==> src/nsf_pkg.sv <==
package nsf_pkg;

    // =====================================================================
    // register map (byte addresses)
    localparam logic [31:0] NSF_ADDR_STATUS = 32'hfc05_c008;
    localparam logic [31:0] NSF_ADDR_COEFF0 = 32'hfc05_c528;
    localparam logic [31:0] NSF_ADDR_IRQ_STS = 32'hfc05_c0f0;
    localparam logic [31:0] NSF_ADDR_IRQ_MSK = 32'hfc05_c0f4;
    localparam logic [31:0] NSF_ADDR_TIMEOUT = 32'hfc05_c0f8;

    // =====================================================================
    // status field positions
    localparam int NSF_B_ENABLED = 0;
    localparam int NSF_B_RISE = 4;
    localparam int NSF_B_FALL = 5;
    localparam int NSF_B_ACTIVE = 8;
    localparam int NSF_B_DIR = 11;
    localparam int NSF_B_CS_LO = 12;
    localparam int NSF_B_XFER = 16;
    localparam int NSF_B_CMD = 17;
    localparam int NSF_B_DATA_TIMEOUT_ERROR = 20;
    localparam int NSF_B_UNMAPPED_AREA_ERROR = 21;
    localparam int NSF_B_AWB = 22;

    // clear-on-read event flags of the status word
    localparam logic [31:0] NSF_FLAG_MASK = 32'h0073_0030;

    // timeout register fields
    localparam int NSF_TO_CYC_LO = 0;
    localparam int NSF_TO_MUL_LO = 4;
    localparam logic [31:0] NSF_TO_RESET = 32'h0000_0000;
    localparam int NSF_TO_CNT_W = 20;

    // coefficient widths per sector size
    localparam int NSF_COEFF_W_512 = 13;
    localparam int NSF_COEFF_W_1024 = 14;

    // axi responses
    localparam logic [1:0] NSF_RESP_OKAY = 2'b00;
    localparam logic [1:0] NSF_RESP_SLVERR = 2'b10;

    typedef struct packed {
        logic [31:0] awaddr;
        logic awvalid;
        logic [31:0] wdata;
        logic [3:0] wstrb;
        logic wvalid;
        logic bready;
        logic [31:0] araddr;
        logic arvalid;
        logic rready;
    } nsf_axi_req_t;

    typedef struct packed {
        logic awready;
        logic wready;
        logic [1:0] bresp;
        logic bvalid;
        logic arready;
        logic [31:0] rdata;
        logic [1:0] rresp;
        logic rvalid;
    } nsf_axi_rsp_t;

    // events and state reported by the command unit
    typedef struct packed {
        logic enabled;
        logic active;
        logic cmd_issue;
        logic cmd_write;
        logic [2:0] cmd_cs;
        logic xfer_done;
        logic cmd_done;
        logic data_wait;
        logic unmapped_area_error_access;
        logic busy_access;
        logic sector_1024;
        logic [13:0] coeff0;
    } nsf_unit_t;

    typedef struct packed {
        nsf_axi_rsp_t axi;
        logic have_aw;
        logic [31:0] aw_addr;
        logic have_w;
        logic [31:0] w_data;
        logic [31:0] flags;
        logic [31:0] irq_sts;
        logic [31:0] irq_msk;
        logic [31:0] timeout_cfg;
        logic [NSF_TO_CNT_W-1:0] to_cnt;
        logic to_fired;
        logic [7:0] rb_prev;
        logic enabled;
        logic active;
        logic dir;
        logic [2:0] cs;
        logic irq;
    } nsf_state_t;

endpackage

==> src/nsf_top.sv <==
`timescale 1ns/1ps

// Summary of operation
// - enabled bit mirrors unit enable, reset-proof
// - bit 4 set on selected ready rise
// - bit 5 set on selected ready fall
// - chip-select field picks monitored ready line
// - status read clears edge, done, error flags
// - bit 8 shows unit active, reset-proof
// - bit 11 shows command direction, reset-proof
// - bits 14:12 hold command chip-select, reset-proof
// - bit 16 set when transfer finishes
// - bit 17 set when command finishes
// - bit 20 set on data timeout exceeded
// - bit 21 set on undefined area access
// - bit 22 set on access while busy
// - coefficient 13 bits for 512-byte sectors
// - coefficient 14 bits for 1024-byte sectors
module nsf_top #(
    parameter int NUM_CS = 8
) (
    input wire logic ref_clk,
    input wire logic rst_n,
    input wire nsf_pkg::nsf_axi_req_t axi_req,
    output nsf_pkg::nsf_axi_rsp_t axi_rsp,
    input wire nsf_pkg::nsf_unit_t unit,
    input wire logic [NUM_CS-1:0] ready_busy,
    output logic irq
);
    import nsf_pkg::*;

    nsf_state_t r;
    nsf_state_t next_r;
    logic [31:0] ev;
    logic [31:0] status_word;
    logic [31:0] coeff_word;
    logic [7:0] rb_now;
    logic rb_sel_now;
    logic rb_sel_prev;
    logic [NSF_TO_CNT_W-1:0] to_limit;
    logic [2:0] to_mul;
    logic [3:0] to_cyc;
    logic [31:0] rd_word;
    logic rd_ok;
    logic wr_ok;

    // =====================================================================
    // address decode
    function automatic logic is_mapped(input logic [31:0] a);
        if (a == NSF_ADDR_STATUS) begin
            return 1'b1;
        end else if (a == NSF_ADDR_COEFF0) begin
            return 1'b1;
        end else if (a == NSF_ADDR_IRQ_STS) begin
            return 1'b1;
        end else if (a == NSF_ADDR_IRQ_MSK) begin
            return 1'b1;
        end else if (a == NSF_ADDR_TIMEOUT) begin
            return 1'b1;
        end else begin
            return 1'b0;
        end
    endfunction

    function automatic logic [31:0] strb_merge(input logic [31:0] old, input logic [31:0] d,
                                              input logic [3:0] s);
        logic [31:0] res;
        res = old;
        for (int i = 0; i < 4; i++) begin
            if (s[i]) begin
                res[i*8 +: 8] = d[i*8 +: 8];
            end
        end
        return res;
    endfunction

    // =====================================================================
    // ready line selection and timeout limit
    always_comb begin
        rb_now = 8'h00;
        rb_now[NUM_CS-1:0] = ready_busy;
        rb_sel_now = rb_now[r.cs];
        rb_sel_prev = r.rb_prev[r.cs];
        to_cyc = r.timeout_cfg[NSF_TO_CYC_LO +: 4];
        to_mul = r.timeout_cfg[NSF_TO_MUL_LO +: 3];
        // limit = (cycles + 1) scaled by 4 per multiplier step
        to_limit = NSF_TO_CNT_W'({16'h0000, 4'(to_cyc)} + 20'h0_0001) << (2 * to_mul);
    end

    // =====================================================================
    // read-only views
    always_comb begin
        status_word = r.flags;
        status_word[NSF_B_ENABLED] = r.enabled;
        status_word[NSF_B_ACTIVE] = r.active;
        status_word[NSF_B_DIR] = r.dir;
        status_word[NSF_B_CS_LO +: 3] = r.cs;
        coeff_word = 32'h0000_0000;
        if (unit.sector_1024) begin
            coeff_word[NSF_COEFF_W_1024-1:0] = unit.coeff0;
        end else begin
            coeff_word[NSF_COEFF_W_512-1:0] = unit.coeff0[NSF_COEFF_W_512-1:0];
        end
    end

    // =====================================================================
    // next state
    always_comb begin
        next_r = r;
        ev = 32'h0000_0000;
        rd_word = 32'h0000_0000;
        rd_ok = is_mapped(axi_req.araddr);
        wr_ok = is_mapped(r.aw_addr);

        next_r.enabled = unit.enabled;
        next_r.active = unit.active;
        if (unit.cmd_issue) begin
            next_r.dir = unit.cmd_write;
            next_r.cs = unit.cmd_cs;
        end
        next_r.rb_prev = rb_now;

        // data timeout counter, one event per wait
        if (!unit.data_wait) begin
            next_r.to_cnt = '0;
            next_r.to_fired = 1'b0;
        end else if (!r.to_fired) begin
            if (r.to_cnt >= to_limit) begin
                next_r.to_fired = 1'b1;
                ev[NSF_B_DATA_TIMEOUT_ERROR] = 1'b1;
            end else begin
                next_r.to_cnt = r.to_cnt + NSF_TO_CNT_W'(1);
            end
        end

        ev[NSF_B_RISE] = rb_sel_now & ~rb_sel_prev;
        ev[NSF_B_FALL] = ~rb_sel_now & rb_sel_prev;
        ev[NSF_B_XFER] = unit.xfer_done;
        ev[NSF_B_CMD] = unit.cmd_done;
        ev[NSF_B_UNMAPPED_AREA_ERROR] = unit.unmapped_area_error_access;
        ev[NSF_B_AWB] = unit.busy_access;

        // ---- read channel
        if (r.axi.rvalid && axi_req.rready) begin
            next_r.axi.rvalid = 1'b0;
        end
        next_r.axi.arready = 1'b0;
        if (r.axi.arready && axi_req.arvalid) begin
            if (axi_req.araddr == NSF_ADDR_STATUS) begin
                rd_word = status_word;
                next_r.flags = r.flags & ~NSF_FLAG_MASK;
            end else if (axi_req.araddr == NSF_ADDR_COEFF0) begin
                rd_word = coeff_word;
            end else if (axi_req.araddr == NSF_ADDR_IRQ_STS) begin
                rd_word = r.irq_sts;
            end else if (axi_req.araddr == NSF_ADDR_IRQ_MSK) begin
                rd_word = r.irq_msk;
            end else if (axi_req.araddr == NSF_ADDR_TIMEOUT) begin
                rd_word = r.timeout_cfg;
            end
            next_r.axi.rdata = rd_word;
            next_r.axi.rresp = rd_ok ? NSF_RESP_OKAY : NSF_RESP_SLVERR;
            next_r.axi.rvalid = 1'b1;
        end else if (!next_r.axi.rvalid && !r.axi.arready) begin
            next_r.axi.arready = 1'b1;
        end

        // ---- write channels, either order
        if (r.axi.awready && axi_req.awvalid) begin
            next_r.have_aw = 1'b1;
            next_r.aw_addr = axi_req.awaddr;
        end
        if (r.axi.wready && axi_req.wvalid) begin
            next_r.have_w = 1'b1;
            next_r.w_data = strb_merge(32'h0000_0000, axi_req.wdata, axi_req.wstrb);
        end
        if (r.axi.bvalid && axi_req.bready) begin
            next_r.axi.bvalid = 1'b0;
        end
        if (r.have_aw && r.have_w && !r.axi.bvalid) begin
            // status and coefficient fall through untouched
            if (r.aw_addr == NSF_ADDR_IRQ_STS) begin
                next_r.irq_sts = r.irq_sts & ~r.w_data;
            end else if (r.aw_addr == NSF_ADDR_IRQ_MSK) begin
                next_r.irq_msk = r.w_data;
            end else if (r.aw_addr == NSF_ADDR_TIMEOUT) begin
                next_r.timeout_cfg = r.w_data & 32'h0000_007f;
            end
            next_r.have_aw = 1'b0;
            next_r.have_w = 1'b0;
            next_r.axi.bresp = wr_ok ? NSF_RESP_OKAY : NSF_RESP_SLVERR;
            next_r.axi.bvalid = 1'b1;
        end
        next_r.axi.awready = !next_r.have_aw && !next_r.axi.bvalid;
        next_r.axi.wready = !next_r.have_w && !next_r.axi.bvalid;

        // set wins over any clear in the same cycle
        next_r.flags = next_r.flags | (ev & NSF_FLAG_MASK);
        next_r.irq_sts = next_r.irq_sts | (ev & NSF_FLAG_MASK);
        next_r.irq = |(next_r.irq_sts & next_r.irq_msk);

        // reset leaves enabled, active, dir and cs alone
        if (!rst_n) begin
            next_r.axi = '0;
            next_r.have_aw = 1'b0;
            next_r.aw_addr = 32'h0000_0000;
            next_r.have_w = 1'b0;
            next_r.w_data = 32'h0000_0000;
            next_r.flags = 32'h0000_0000;
            next_r.irq_sts = 32'h0000_0000;
            next_r.irq_msk = 32'h0000_0000;
            next_r.timeout_cfg = NSF_TO_RESET;
            next_r.to_cnt = '0;
            next_r.to_fired = 1'b0;
            next_r.irq = 1'b0;
        end
    end

    // =====================================================================
    // state register
    always_ff @(posedge ref_clk) begin
        r <= next_r;
    end

    assign axi_rsp = r.axi;
    assign irq = r.irq;

endmodule

==> config.mk <==
export PLATFORM = sky130hd
export DESIGN_NAME = nsf_top
export DESIGN_NICKNAME = d
export VERILOG_FILES = /design/src/nsf_pkg.sv /design/src/nsf_top.sv
export SDC_FILE = /design/constraint.sdc
export NUM_CORES = 1
export LEC_CHECK = 0
export BUFFER_PORTS_ARGS = -buffer_cell sky130_fd_sc_hd__buf_2
export CAP_MARGIN = 40
export CORE_ASPECT_RATIO = 0.8
export CORE_MARGIN = 2
export CORE_UTILIZATION = 30
export DETAILED_ROUTE_END_ITERATION = 8
export PLACE_DENSITY = 0.47
export SKIP_CTS_REPAIR_TIMING = 1
export SYNTH_ARGS = -nofsm -noshare
export SYNTH_HDL_FRONTEND = slang
export SYNTH_SLANG_ARGS = --single-unit
==> constraint.sdc <==
create_clock -name ref_clk -period 3.39 [get_ports ref_clk]
set_input_delay 0.339 -clock ref_clk [delete_from_list [all_inputs] [get_ports ref_clk]]
set_output_delay 0.339 -clock ref_clk [all_outputs]
set_load 0.1 [all_outputs]
==> results of run 1 <==
-- sequential cells by signal, summed over array words and instances, names as in the netlist --
register / count
r: 179
axi_rsp: 39
irq: 1
-- metrics by stage --
| stage | instances | utilization [%] | power, mW | setup slack [ns] | setup TNS [ns] |
|---|---|---|---|---|---|
| 2_1_floorplan | 1288 | - | 3.19 | 0.102 | 0 |
| 6_report | 1932 | 37.7 | 6.19 | 0.0851 | 0 |
| 5_1_grt | 1932 | 37.7 | 6.42 | -0.0744 | -0.418 |
| 3_3_place_gp | 1866 | 34.1 | 3.39 | -0.0215 | -0.106 |
| 3_5_place_dp | 1868 | 34.3 | 3.41 | -0.0372 | -0.156 |
| 4_1_cts | 1913 | 36.7 | 6.25 | -0.0720 | -0.349 |
-- power by group --
group | switching [mW] | total [mW] | internal, mW
clock | 1.15 | 2.82 | 1.68
combinational | 0.410 | 0.639 | 0.229
sequential | 0.0632 | 2.73 | 2.66
-- critical path: stages (launching register included) --
cell and delay, ns:
sky130_fd_sc_hd__dfxtp_2 0.36, sky130_fd_sc_hd__buf_6 0.11, sky130_fd_sc_hd__nand3_4 0.07, sky130_fd_sc_hd__xnor2_2 0.14
sky130_fd_sc_hd__and2_4 0.16, sky130_fd_sc_hd__mux2_4 0.29, sky130_fd_sc_hd__nand2b_4 0.08, sky130_fd_sc_hd__ha_4 0.19
sky130_fd_sc_hd__a21o_1 0.15, sky130_fd_sc_hd__a21o_1 0.16, sky130_fd_sc_hd__a221o_1 0.35, sky130_fd_sc_hd__a21oi_2 0.16
sky130_fd_sc_hd__o211ai_1 0.16, sky130_fd_sc_hd__buf_6 0.19, sky130_fd_sc_hd__or4_4 0.50, sky130_fd_sc_hd__a21oi_1 0.13
-- area by class of cell --
class	count	share of cell area (%)
well taps	472	4.52
diodes	1	0.0192
multi-input cells	916	42.4
repair buffers	258	12.1
flip-flops and latches	219	33.9
clock inverters	12	1.14
clock buffers	33	5.34
inverters	21	0.623
-- Yosys cell counts, drive strengths merged (3+ instances only) --
master   number  area [um2]
and2          9        56.3
o22ai         3        18.8
a21oi       170         851
a211oi       15         113
nand3        54         270
nand3b        6        45.0
and4          7        61.3
o2111ai       7        61.3
nor4         19         155
nor3b         4        30.0
or4           9        75.1
nor4b         4        35.0
a41oi         8        70.1
o31ai         7        57.6
edfxtp        4         120
mux4          4        90.1
o21a          3        22.5
a22oi         7        52.6
nor2         97         364
dfxtp       215        4300
o211ai        9        67.6
o41a          8        90.1
nand2       221         830
o21ai        31         155
a222oi        9        90.1
or3          14        87.6
nor3         24         120
mux2i        27         270
nand4        21         131
mux2         20         225
o21bai        8        60.1
buf          60         403
a221oi        6        52.6
a31oi        12        75.1
nor2b         6        37.5
xor2          3        26.3
ha           21         263
inv          21        78.8
nand2b       10        62.6
a22o          5        43.8
clkbuf       72         270
-- routing by layer --
metal | GRT usage (%) | vias up
met1 | 28.9 | 4730
met3 | 2.79 | 46
met5 | 0 | -
met2 | 28.0 | 234
met4 | 4.41 | 0
li1 | - | 4892
-- final timing paths --
| check | from | end | slack [ns] | cells past startpoint |
|---|---|---|---|---|
| max reg2reg | r[37] | r[32] | 0.09 | 15 |
| min reg2reg | r[115] | r[115] | 0.45 | 2 |
| min | axi_req[93] | r[217] | 0.02 | 3 |
| max | r[37] | r[32] | 0.09 | 15 |
-- logic make-up after synthesis --
logic type	share of synthesized area (%)
AND/OR/NAND/NOR	23.2
AO/OA/AOI/OAI	19.2
flip-flops	42.0
buffers and inverters	7.14
multiplexers	5.56
adder cells (fa/ha/maj)	2.49
XOR/XNOR	0.416
other	0.0356
==> qor.log, run 1 <==
[yosys] average size of a mapped cell 8.19 um2
[power_and_ir_drop] worst supply voltage drop on vdd 0.289 mV
[route] total iterations of the first detailed-routing run 7
[layout] footprint of the multi-input gates 5540 um2
[clocking] TritonCTS buffer count 26
[global_route] Total Routing Usage GR 19.1%
[route] vias per cell 5.13
[placement] routability congestion estimate from global placement 0.809
[floorplan] FP Rows 61
[layout] final-layout fill cell count 3703
[placement] port buffer count 181
[yosys] number of enable-type register cells in the synthesized netlist 4
[route] remaining antenna violation count after routing 0
[sta] highest attainable clock frequency 303 MHz
[clocking] Sinks on Clock Net 219
[global_route] maximum number of pins on one net before global-route repair 68
[sta] final slew viol count 0
[layout] most frequent standard cell in the layout excluding fill and tap cells sky130_fd_sc_hd__nand2_1
[sta] portion of the clock cycle consumed by the worst path in the final layout 97.5%
[min_path] Hold/Removal Path Class in2reg
[floorplan] I/O pin count 184
[sta] final hold violations 0
[sta] Relative slew margins 41.3%
[floorplan] Die Area 36700 um2
[route] top routing layer used met4
[floorplan] Core Area 34700 um2
[route] detailed-route wire length on metal 1 18100 um
[placement] Cell Area, Placed 11900 um2
[placement] total half-perimeter wirelength after legalization and detailed placement 25000 um
[route] total length of routed met2 wires 15200 um
[yosys] FFs w/ async S/R, synth 0%
[worst_setup_path] Crit Path Class reg2reg
[layout] area delta synth->final 23.9%
[sta] Layout Skew 0.0173 ns
[yosys] sequential cell area fraction in the yosys report 42.0%
[floorplan] Initial Utilization 30.4%
[clocking] CTS Buffer Depth 3
[global_route] wire length of the first global-routing pass 54200 um
[global_route] global-route congestion overflow total 0
[sta] final setup violation count 0
[worst_setup_path] Worst Path Required 3.84 ns
[worst_setup_path] Data arrival, critical path 3.76 ns
[layout] area of all placed cells without fillers 13100 um2
[global_route] via count of the first global-routing pass 9237
[global_route] initial antenna violation count 2
[worst_setup_path] endpoint kind of the worst setup timing path flop
[layout] final layout net count 1605
[route] 1st-iter DRT viols 703
[floorplan] width of the chip 214 um
[floorplan] Die Y 172 um
[yosys] Synth Instances 1287
[route] count of unresolved DRC violations after routing 0
[route] wire length per cell 18.6 um
[layout] commonest cells after routing, fill and taps aside sky130_fd_sc_hd__nand2_1 (221), sky130_fd_sc_hd__dfxtp_1 (211), sky130_fd_sc_hd__buf_2 (182)
[clocking] clock transition at the registers of the reported paths 0.06 ns
[clocking] TritonCTS clock tree built
[yosys] synth unique cells 69
[sta] post-route minimum period 3.30 ns
[clocking] clock latency on the worst-skew pair 0.55 ns
[clocking] CTS Root Buffer Type sky130_fd_sc_hd__clkbuf_16
[sta] slew at the pin with the worst max-slew slack 0.878 ns
[flow_run] max-cap check violation count 0
[worst_setup_path] Startpoint Class flop
[layout] register area 4430 um2
[yosys] prevailing post-synth register cell sky130_fd_sc_hd__dfxtp_1
[route] total routed wirelength 35800 um
[clocking] CTS H-tree depth 1
[yosys] register bit count reported by yosys 219
[worst_setup_path] critical-path maximum fanout 8
[outcome] run status finished clean
[yosys] Cell Area, Synth 10500 um2
[power_and_ir_drop] power density relative to cell area 474 nW/um2
[route] Via Count 9902
[power_and_ir_drop] static leakage 4.90 nW
[route] total length of routed met3 wires 1830 um
[yosys] total of warnings raised by yosys 0
[layout] share of layout cells above drive strength 1 23.6%
[sta] post-route worst hold slack 0.0202 ns
Power figures use the tool's default switching activity.
==> run 2: changes to the inputs <==
--- a/config.mk
+++ b/config.mk
@@ -12,6 +12,7 @@
 export CORE_UTILIZATION = 30
 export DETAILED_ROUTE_END_ITERATION = 8
 export PLACE_DENSITY = 0.47
+export RECOVER_POWER = 25
 export SKIP_CTS_REPAIR_TIMING = 1
 export SYNTH_ARGS = -nofsm -noshare
 export SYNTH_HDL_FRONTEND = slang
==> qor.log, run 2 (synthesis gave the netlist of run 1 again) <==
[outcome] run status finished with violations [was finished clean]
[outcome] violated checks max-capacitance violations, max-slew violations
[layout] Core Util, Final 37.6% [was 37.7%]
[sta] slew at the pin with the worst max-slew slack 1.83 ns [was 0.878 ns]
[layout] non-filler instance count after layout 1932 [unchanged]
[worst_setup_path] endpoint kind of the worst setup timing path flop [unchanged]
[sta] portion of the clock cycle consumed by the worst path in the final layout 97.6% [was 97.5%]
[sta] post-route minimum period 3.31 ns [was 3.30 ns]
[clocking] clock latency on the worst-skew pair 0.55 ns [about the same]
[flow_run] max-cap check violation count 3 [was 0]
[floorplan] width of the chip 214 um [unchanged]
[layout] area delta synth->final 23.7% [was 23.9%]
[route] remaining antenna violation count after routing 0 [unchanged]
[sta] slack of the critical path 0.0826 ns [was 0.0851 ns]
[clocking] CTS Root Buffer Type sky130_fd_sc_hd__clkbuf_16 [unchanged]
[power_and_ir_drop] Total Power 6.19 mW [about the same]
[route] total iterations of the first detailed-routing run 5 [was 7]
[worst_setup_path] Worst Path Required 3.84 ns [about the same]
[worst_setup_path] reg-to-reg slack, setup 0.08 ns [was 0.09 ns]
[floorplan] Die Y 172 um [unchanged]
[floorplan] I/O pin count 184 [unchanged]
[sta] final slew viol count 103 [was 0]
[route] wire length per cell 18.6 um [about the same]
[worst_setup_path] cell breakdown of the critical path buf_6 -> nand3_4 -> xnor2_2 -> and2_4 -> mux2_4 -> nand2b_4 -> ha_4 -> a21o_1 -> a21o_1 -> a221o_1 -> a21oi_2 -> o211ai_1 -> buf_6 -> or4_4 -> a21oi_1 [unchanged]
[floorplan] Initial Utilization 30.4% [unchanged]
[min_path] Hold Path Stages 3 [unchanged]
[worst_setup_path] Data arrival, critical path 3.76 ns [about the same]
[sta] final setup violation count 0 [unchanged]
[route] 1st-iter DRT viols 704 [was 703]
[floorplan] Die Area 36700 um2 [unchanged]
[global_route] global-route congestion overflow total 0 [unchanged]
[layout] number of flip-flops under the largest register name 179 [unchanged]
[clocking] TritonCTS clock tree built [unchanged]
[sta] highest attainable clock frequency 302 MHz [was 303 MHz]
[sta] Layout Skew 0.0179 ns [was 0.0173 ns]
[floorplan] FP Rows 61 [unchanged]
[placement] instance count after placement with tap cells included 1868 [unchanged]
[worst_setup_path] worst reg2reg startpoint r[37] [unchanged]
[clocking] clock transition at the registers of the reported paths 0.06 ns [about the same]
[placement] port buffer count 181 [unchanged]
[worst_setup_path] delay of the slowest critical-path stage 0.50 ns [about the same]
[layout] most frequent standard cell in the layout excluding fill and tap cells sky130_fd_sc_hd__nand2_1 [unchanged]
[global_route] initial antenna violation count 2 [unchanged]
[min_path] start point of the worst hold path axi_req[93] [unchanged]
[route] total routed wirelength 36000 um [was 35800 um]
[layout] commonest cells after routing, fill and taps aside sky130_fd_sc_hd__nand2_1 (221), sky130_fd_sc_hd__dfxtp_1 (211), sky130_fd_sc_hd__buf_2 (178) [was sky130_fd_sc_hd__nand2_1 (221), sky130_fd_sc_hd__dfxtp_1 (211), sky130_fd_sc_hd__buf_2 (182)]
[placement] Setup Slack @ Placement -0.0372 ns [unchanged]
[global_route] via count of the first global-routing pass 9237 [unchanged]
[placement] routability congestion estimate from global placement 0.809 [unchanged]
[min_path] destination of the worst hold path r[217] [unchanged]
[floorplan] Core Area 34700 um2 [unchanged]
[clocking] TritonCTS buffer count 26 [unchanged]
[worst_setup_path] destination of the worst register-to-register timing path r[32] [unchanged]
[layout] final-layout fill cell count 3712 [was 3703]
[power_and_ir_drop] worst supply voltage drop on vdd 0.288 mV [was 0.289 mV]
[layout] Top reg by flops r [unchanged]
[route] Via Count 9912 [was 9902]
[sta] final hold violations 0 [unchanged]
[worst_setup_path] Crit-path slowest cell sky130_fd_sc_hd__or4_4 [unchanged]
[worst_setup_path] Startpoint Class flop [unchanged]
[worst_setup_path] Register-to-Register Path Depth 15 [unchanged]
[layout] final layout net count 1605 [unchanged]
[power_and_ir_drop] power density relative to cell area 475 nW/um2 [was 474 nW/um2]
[global_route] maximum number of pins on one net before global-route repair 68 [unchanged]
[route] vias per cell 5.13 [about the same]
[global_route] wire length of the first global-routing pass 54200 um [unchanged]
[clocking] CTS Buffer Depth 3 [unchanged]
[min_path] Hold/Removal Path Class in2reg [unchanged]
[sta] Relative slew margins -22.2% [was 41.3%]
[power_and_ir_drop] static leakage 4.86 nW [was 4.90 nW]
[clocking] CTS H-tree depth 1 [unchanged]
[placement] total half-perimeter wirelength after legalization and detailed placement 25000 um [unchanged]
[worst_setup_path] critical-path maximum fanout 8 [unchanged]
[global_route] Total Routing Usage GR 19.1% [unchanged]
[layout] share of layout cells above drive strength 1 23.0% [was 23.6%]
[route] count of unresolved DRC violations after routing 0 [unchanged]
[clocking] Sinks on Clock Net 219 [unchanged]
[worst_setup_path] Crit Path Class reg2reg [unchanged]
## run 2: layout make-up
| type | count | area, um2 | area share, % |
|---|---|---|---|
| Clock inverter | 12 | 149 | 1.14 |
| Antenna cell | 1 | 2.50 | 0.0192 |
| Clock buffer | 33 | 697 | 5.35 |
| Inverter | 21 | 80.1 | 0.614 |
| Tap cell | 472 | 591 | 4.53 |
| Multi-Input combinational cell | 916 | 5540 | 42.5 |
| Timing Repair Buffer | 258 | 1550 | 11.9 |
| Sequential cell | 219 | 4430 | 34.0 |
## run 2: worst max path at each step
stage / startpoint / end / slack, ns
4_1_cts: r[36] / r[26] / -0.07
5_1_grt: r[37] / r[32] / -0.07
6_report: r[37] / r[32] / 0.08
3_3_place_gp: r[36] / r[32] / -0.02
2_1_floorplan: r[36] / r[22] / 0.10
3_5_place_dp: r[36] / r[24] / -0.04
## run 2: metal layers
layer  share of wire [%]  track usage, %  vias up
li1                    -               -     4887
met3                 4.4            2.79       43
met5                   0               0        -
met4                 2.0            4.41        0
met1                  51            28.9     4763
met2                  42            28.0      219
## run 2: metrics by stage
step	instance area, um2	hold slack [ns]	setup TNS, ns
floorplan	10500	0.367	0
global placement	11800	0.436	-0.106
detailed placement	11900	0.438	-0.156
CTS	12700	-0.135	-0.349
global route	13000	0.00801	-0.417
finish	13000	0.0206	0
## run 2: worst max-delay path, delay by kind of cell (launching register included)
family / cells / cell delay, ns
buf+inv: 2 / 0.30
compound gates: 6 / 1.11
fa+ha+maj: 1 / 0.19
mux: 1 / 0.29
xor+xnor: 1 / 0.14
simple gates: 4 / 0.81
flops: 1 / 0.36
## run 2: report_power, final
part | internal [mW] | switching, mW
logic | 0.226 | 0.411
clock network | 1.68 | 1.15
registers | 2.66 | 0.0634
==> run 3: changes to the inputs <==
--- a/config.mk
+++ b/config.mk
@@ -13,6 +13,7 @@
 export DETAILED_ROUTE_END_ITERATION = 8
 export PLACE_DENSITY = 0.47
 export RECOVER_POWER = 25
+export REMOVE_ABC_BUFFERS = 1
 export SKIP_CTS_REPAIR_TIMING = 1
 export SYNTH_ARGS = -nofsm -noshare
 export SYNTH_HDL_FRONTEND = slang
==> qor.log, run 3 (synthesis gave the netlist of run 1 again) <==
[route] vias per cell 5.12 [was 5.13]
[placement] total half-perimeter wirelength after legalization and detailed placement 24000 um [was 25000 um]
[sta] Layout Skew 0.0181 ns [was 0.0179 ns]
[floorplan] width of the chip 214 um [unchanged]
[worst_setup_path] Startpoint Class flop [unchanged]
[power_and_ir_drop] worst supply voltage drop on vdd 0.277 mV [was 0.288 mV]
[layout] area of all placed cells without fillers 13000 um2 [about the same]
[sta] portion of the clock cycle consumed by the worst path in the final layout 96.1% [was 97.6%]
[flow_run] max-cap check violation count 1 [was 3]
[global_route] maximum number of pins on one net before global-route repair 62 [was 68]
[sta] Relative slew margins -11.7% [was -22.2%]
[route] remaining antenna violation count after routing 0 [unchanged]
[route] total iterations of the first detailed-routing run 7 [was 5]
[layout] most frequent standard cell in the layout excluding fill and tap cells sky130_fd_sc_hd__nand2_1 [unchanged]
[route] total routed wirelength 34600 um [was 36000 um]
[sta] slack of the critical path 0.133 ns [was 0.0826 ns]
[sta] final hold violations 0 [unchanged]
[layout] Core Util, Final 37.5% [was 37.6%]
[worst_setup_path] worst reg2reg startpoint r[36] [was r[37]]
[sta] final setup violation count 0 [unchanged]
[layout] commonest cells after routing, fill and taps aside sky130_fd_sc_hd__nand2_1 (220), sky130_fd_sc_hd__dfxtp_1 (211), sky130_fd_sc_hd__buf_2 (175) [was sky130_fd_sc_hd__nand2_1 (221), sky130_fd_sc_hd__dfxtp_1 (211), sky130_fd_sc_hd__buf_2 (178)]
[floorplan] Die Y 172 um [unchanged]
[route] wire length per cell 18.0 um [was 18.6 um]
[worst_setup_path] Worst Path Required 3.84 ns [about the same]
[sta] post-route worst hold slack 0.0262 ns [was 0.0206 ns]
[worst_setup_path] startpoint of the worst setup timing path r[36] [was r[37]]
[global_route] initial antenna violation count 1 [was 2]
[layout] number of flip-flops under the largest register name 179 [unchanged]
[sta] Setup Total Neg Slack 0 ns [unchanged]
[sta] slew at the pin with the worst max-slew slack 1.68 ns [was 1.83 ns]
[global_route] global-route congestion overflow total 0 [unchanged]
[clocking] TritonCTS buffer count 24 [was 26]
[worst_setup_path] Crit Path Class reg2reg [unchanged]
[clocking] CTS Buffer Depth 3 [unchanged]
[worst_setup_path] Register-to-Register Path Depth 15 [unchanged]
[floorplan] Initial Utilization 30.4% [unchanged]
[clocking] TritonCTS clock tree built [unchanged]
[power_and_ir_drop] power density relative to cell area 464 nW/um2 [was 475 nW/um2]
[layout] share of layout cells above drive strength 1 23.0% [about the same]
[floorplan] FP Rows 61 [unchanged]
[placement] port buffer count 181 [unchanged]
[route] count of unresolved DRC violations after routing 0 [unchanged]
[global_route] via count of the first global-routing pass 9185 [was 9237]
[global_route] Total Routing Usage GR 18.5% [was 19.1%]
[clocking] clock transition at the registers of the reported paths 0.06 ns [about the same]
[clocking] CTS H-tree depth 1 [unchanged]
[sta] post-route minimum period 3.26 ns [was 3.31 ns]
[placement] instance count after placement with tap cells included 1867 [was 1868]
[route] 1st-iter DRT viols 727 [was 704]
[clocking] clock latency on the worst-skew pair 0.55 ns [about the same]
[sta] highest attainable clock frequency 307 MHz [was 302 MHz]
[worst_setup_path] Data arrival, critical path 3.71 ns [was 3.76 ns]
[clocking] Sinks on Clock Net 219 [unchanged]
[outcome] run status finished with violations [unchanged]
[outcome] violated checks max-capacitance violations, max-slew violations [unchanged]
[placement] routability congestion estimate from global placement 0.800 [was 0.809]
[worst_setup_path] endpoint kind of the worst setup timing path flop [unchanged]
[worst_setup_path] capture point of the critical path r[24] [was r[32]]
[worst_setup_path] reg-to-reg slack, setup 0.13 ns [was 0.08 ns]
[placement] Cell Area, Placed 11900 um2 [about the same]
[worst_setup_path] critical-path maximum fanout 8 [unchanged]
[route] Via Count 9870 [was 9912]
[layout] Top reg by flops r [unchanged]
[power_and_ir_drop] static leakage 4.84 nW [was 4.86 nW]
[layout] final layout net count 1603 [was 1605]
[layout] antenna fix cells 0 [was 1]
[layout] non-filler instance count after layout 1928 [was 1932]
[floorplan] Die Area 36700 um2 [unchanged]
[clocking] CTS Root Buffer Type sky130_fd_sc_hd__clkbuf_16 [unchanged]
[floorplan] I/O pin count 184 [unchanged]
[min_path] Hold/Removal Path Class in2reg [unchanged]
[layout] area delta synth->final 23.2% [was 23.7%]
[power_and_ir_drop] Total Power 6.03 mW [was 6.19 mW]
[global_route] wire length of the first global-routing pass 53000 um [was 54200 um]
[worst_setup_path] destination of the worst register-to-register timing path r[24] [was r[32]]
[floorplan] Core Area 34700 um2 [unchanged]
[placement] Setup Slack @ Placement -0.0994 ns [was -0.0372 ns]
[sta] final slew viol count 34 [was 103]
## run 3: final cells by class
cell class,instances,area [um2]
Tap cell,472,591
Inverter,21,81.3
Clock buffer,38,743
Clock inverter,4,56.3
Multi-Input combinational cell,916,5510
Sequential cell,219,4440
Timing Repair Buffer,258,1570
Fill cell,3670,21700
## run 3: how the worst min path moves through the flow
stage / endpoint / from / cells past startpoint
6_report: r[213] / axi_req[89] / 3
4_1_cts: r[5] / unit[25] / 1
5_1_grt: r[225] / axi_req[101] / 3
3_3_place_gp: r[108] / r[108] / 2
2_1_floorplan: r[10] / ready_busy[3] / 0
3_5_place_dp: r[111] / r[111] / 2
## run 3: routing by layer
metal	share of wire, %	routed length, um	vias to the layer above	global-route usage, %
li1	-	-	4880	-
met1	50	17500	4702	27.4
met5	0.038	13	-	0
met2	42	14700	240	27.7
met4	2.2	748	2	4.65
met3	5.0	1730	46	2.99
## run 3: worst max-delay path: stages (launching register included)
cell	delay, ns
sky130_fd_sc_hd__dfxtp_4	0.36
sky130_fd_sc_hd__ha_4	0.17
sky130_fd_sc_hd__xor2_1	0.14
sky130_fd_sc_hd__nor2_1	0.13
sky130_fd_sc_hd__a21oi_2	0.05
sky130_fd_sc_hd__mux2_4	0.28
sky130_fd_sc_hd__nand2_2	0.09
sky130_fd_sc_hd__ha_4	0.20
sky130_fd_sc_hd__a21oi_1	0.12
sky130_fd_sc_hd__nand2_1	0.07
sky130_fd_sc_hd__a2111o_1	0.43
sky130_fd_sc_hd__nor2_4	0.16
sky130_fd_sc_hd__o211ai_1	0.14
sky130_fd_sc_hd__buf_4	0.19
sky130_fd_sc_hd__or4_1	0.50
sky130_fd_sc_hd__a21oi_1	0.14
## run 3: power by group
part | internal (mW) | switching [mW] | total (mW)
Combinational | 0.221 | 0.403 | 0.624
Clock | 1.57 | 1.11 | 2.68
Sequential | 2.66 | 0.0635 | 2.72
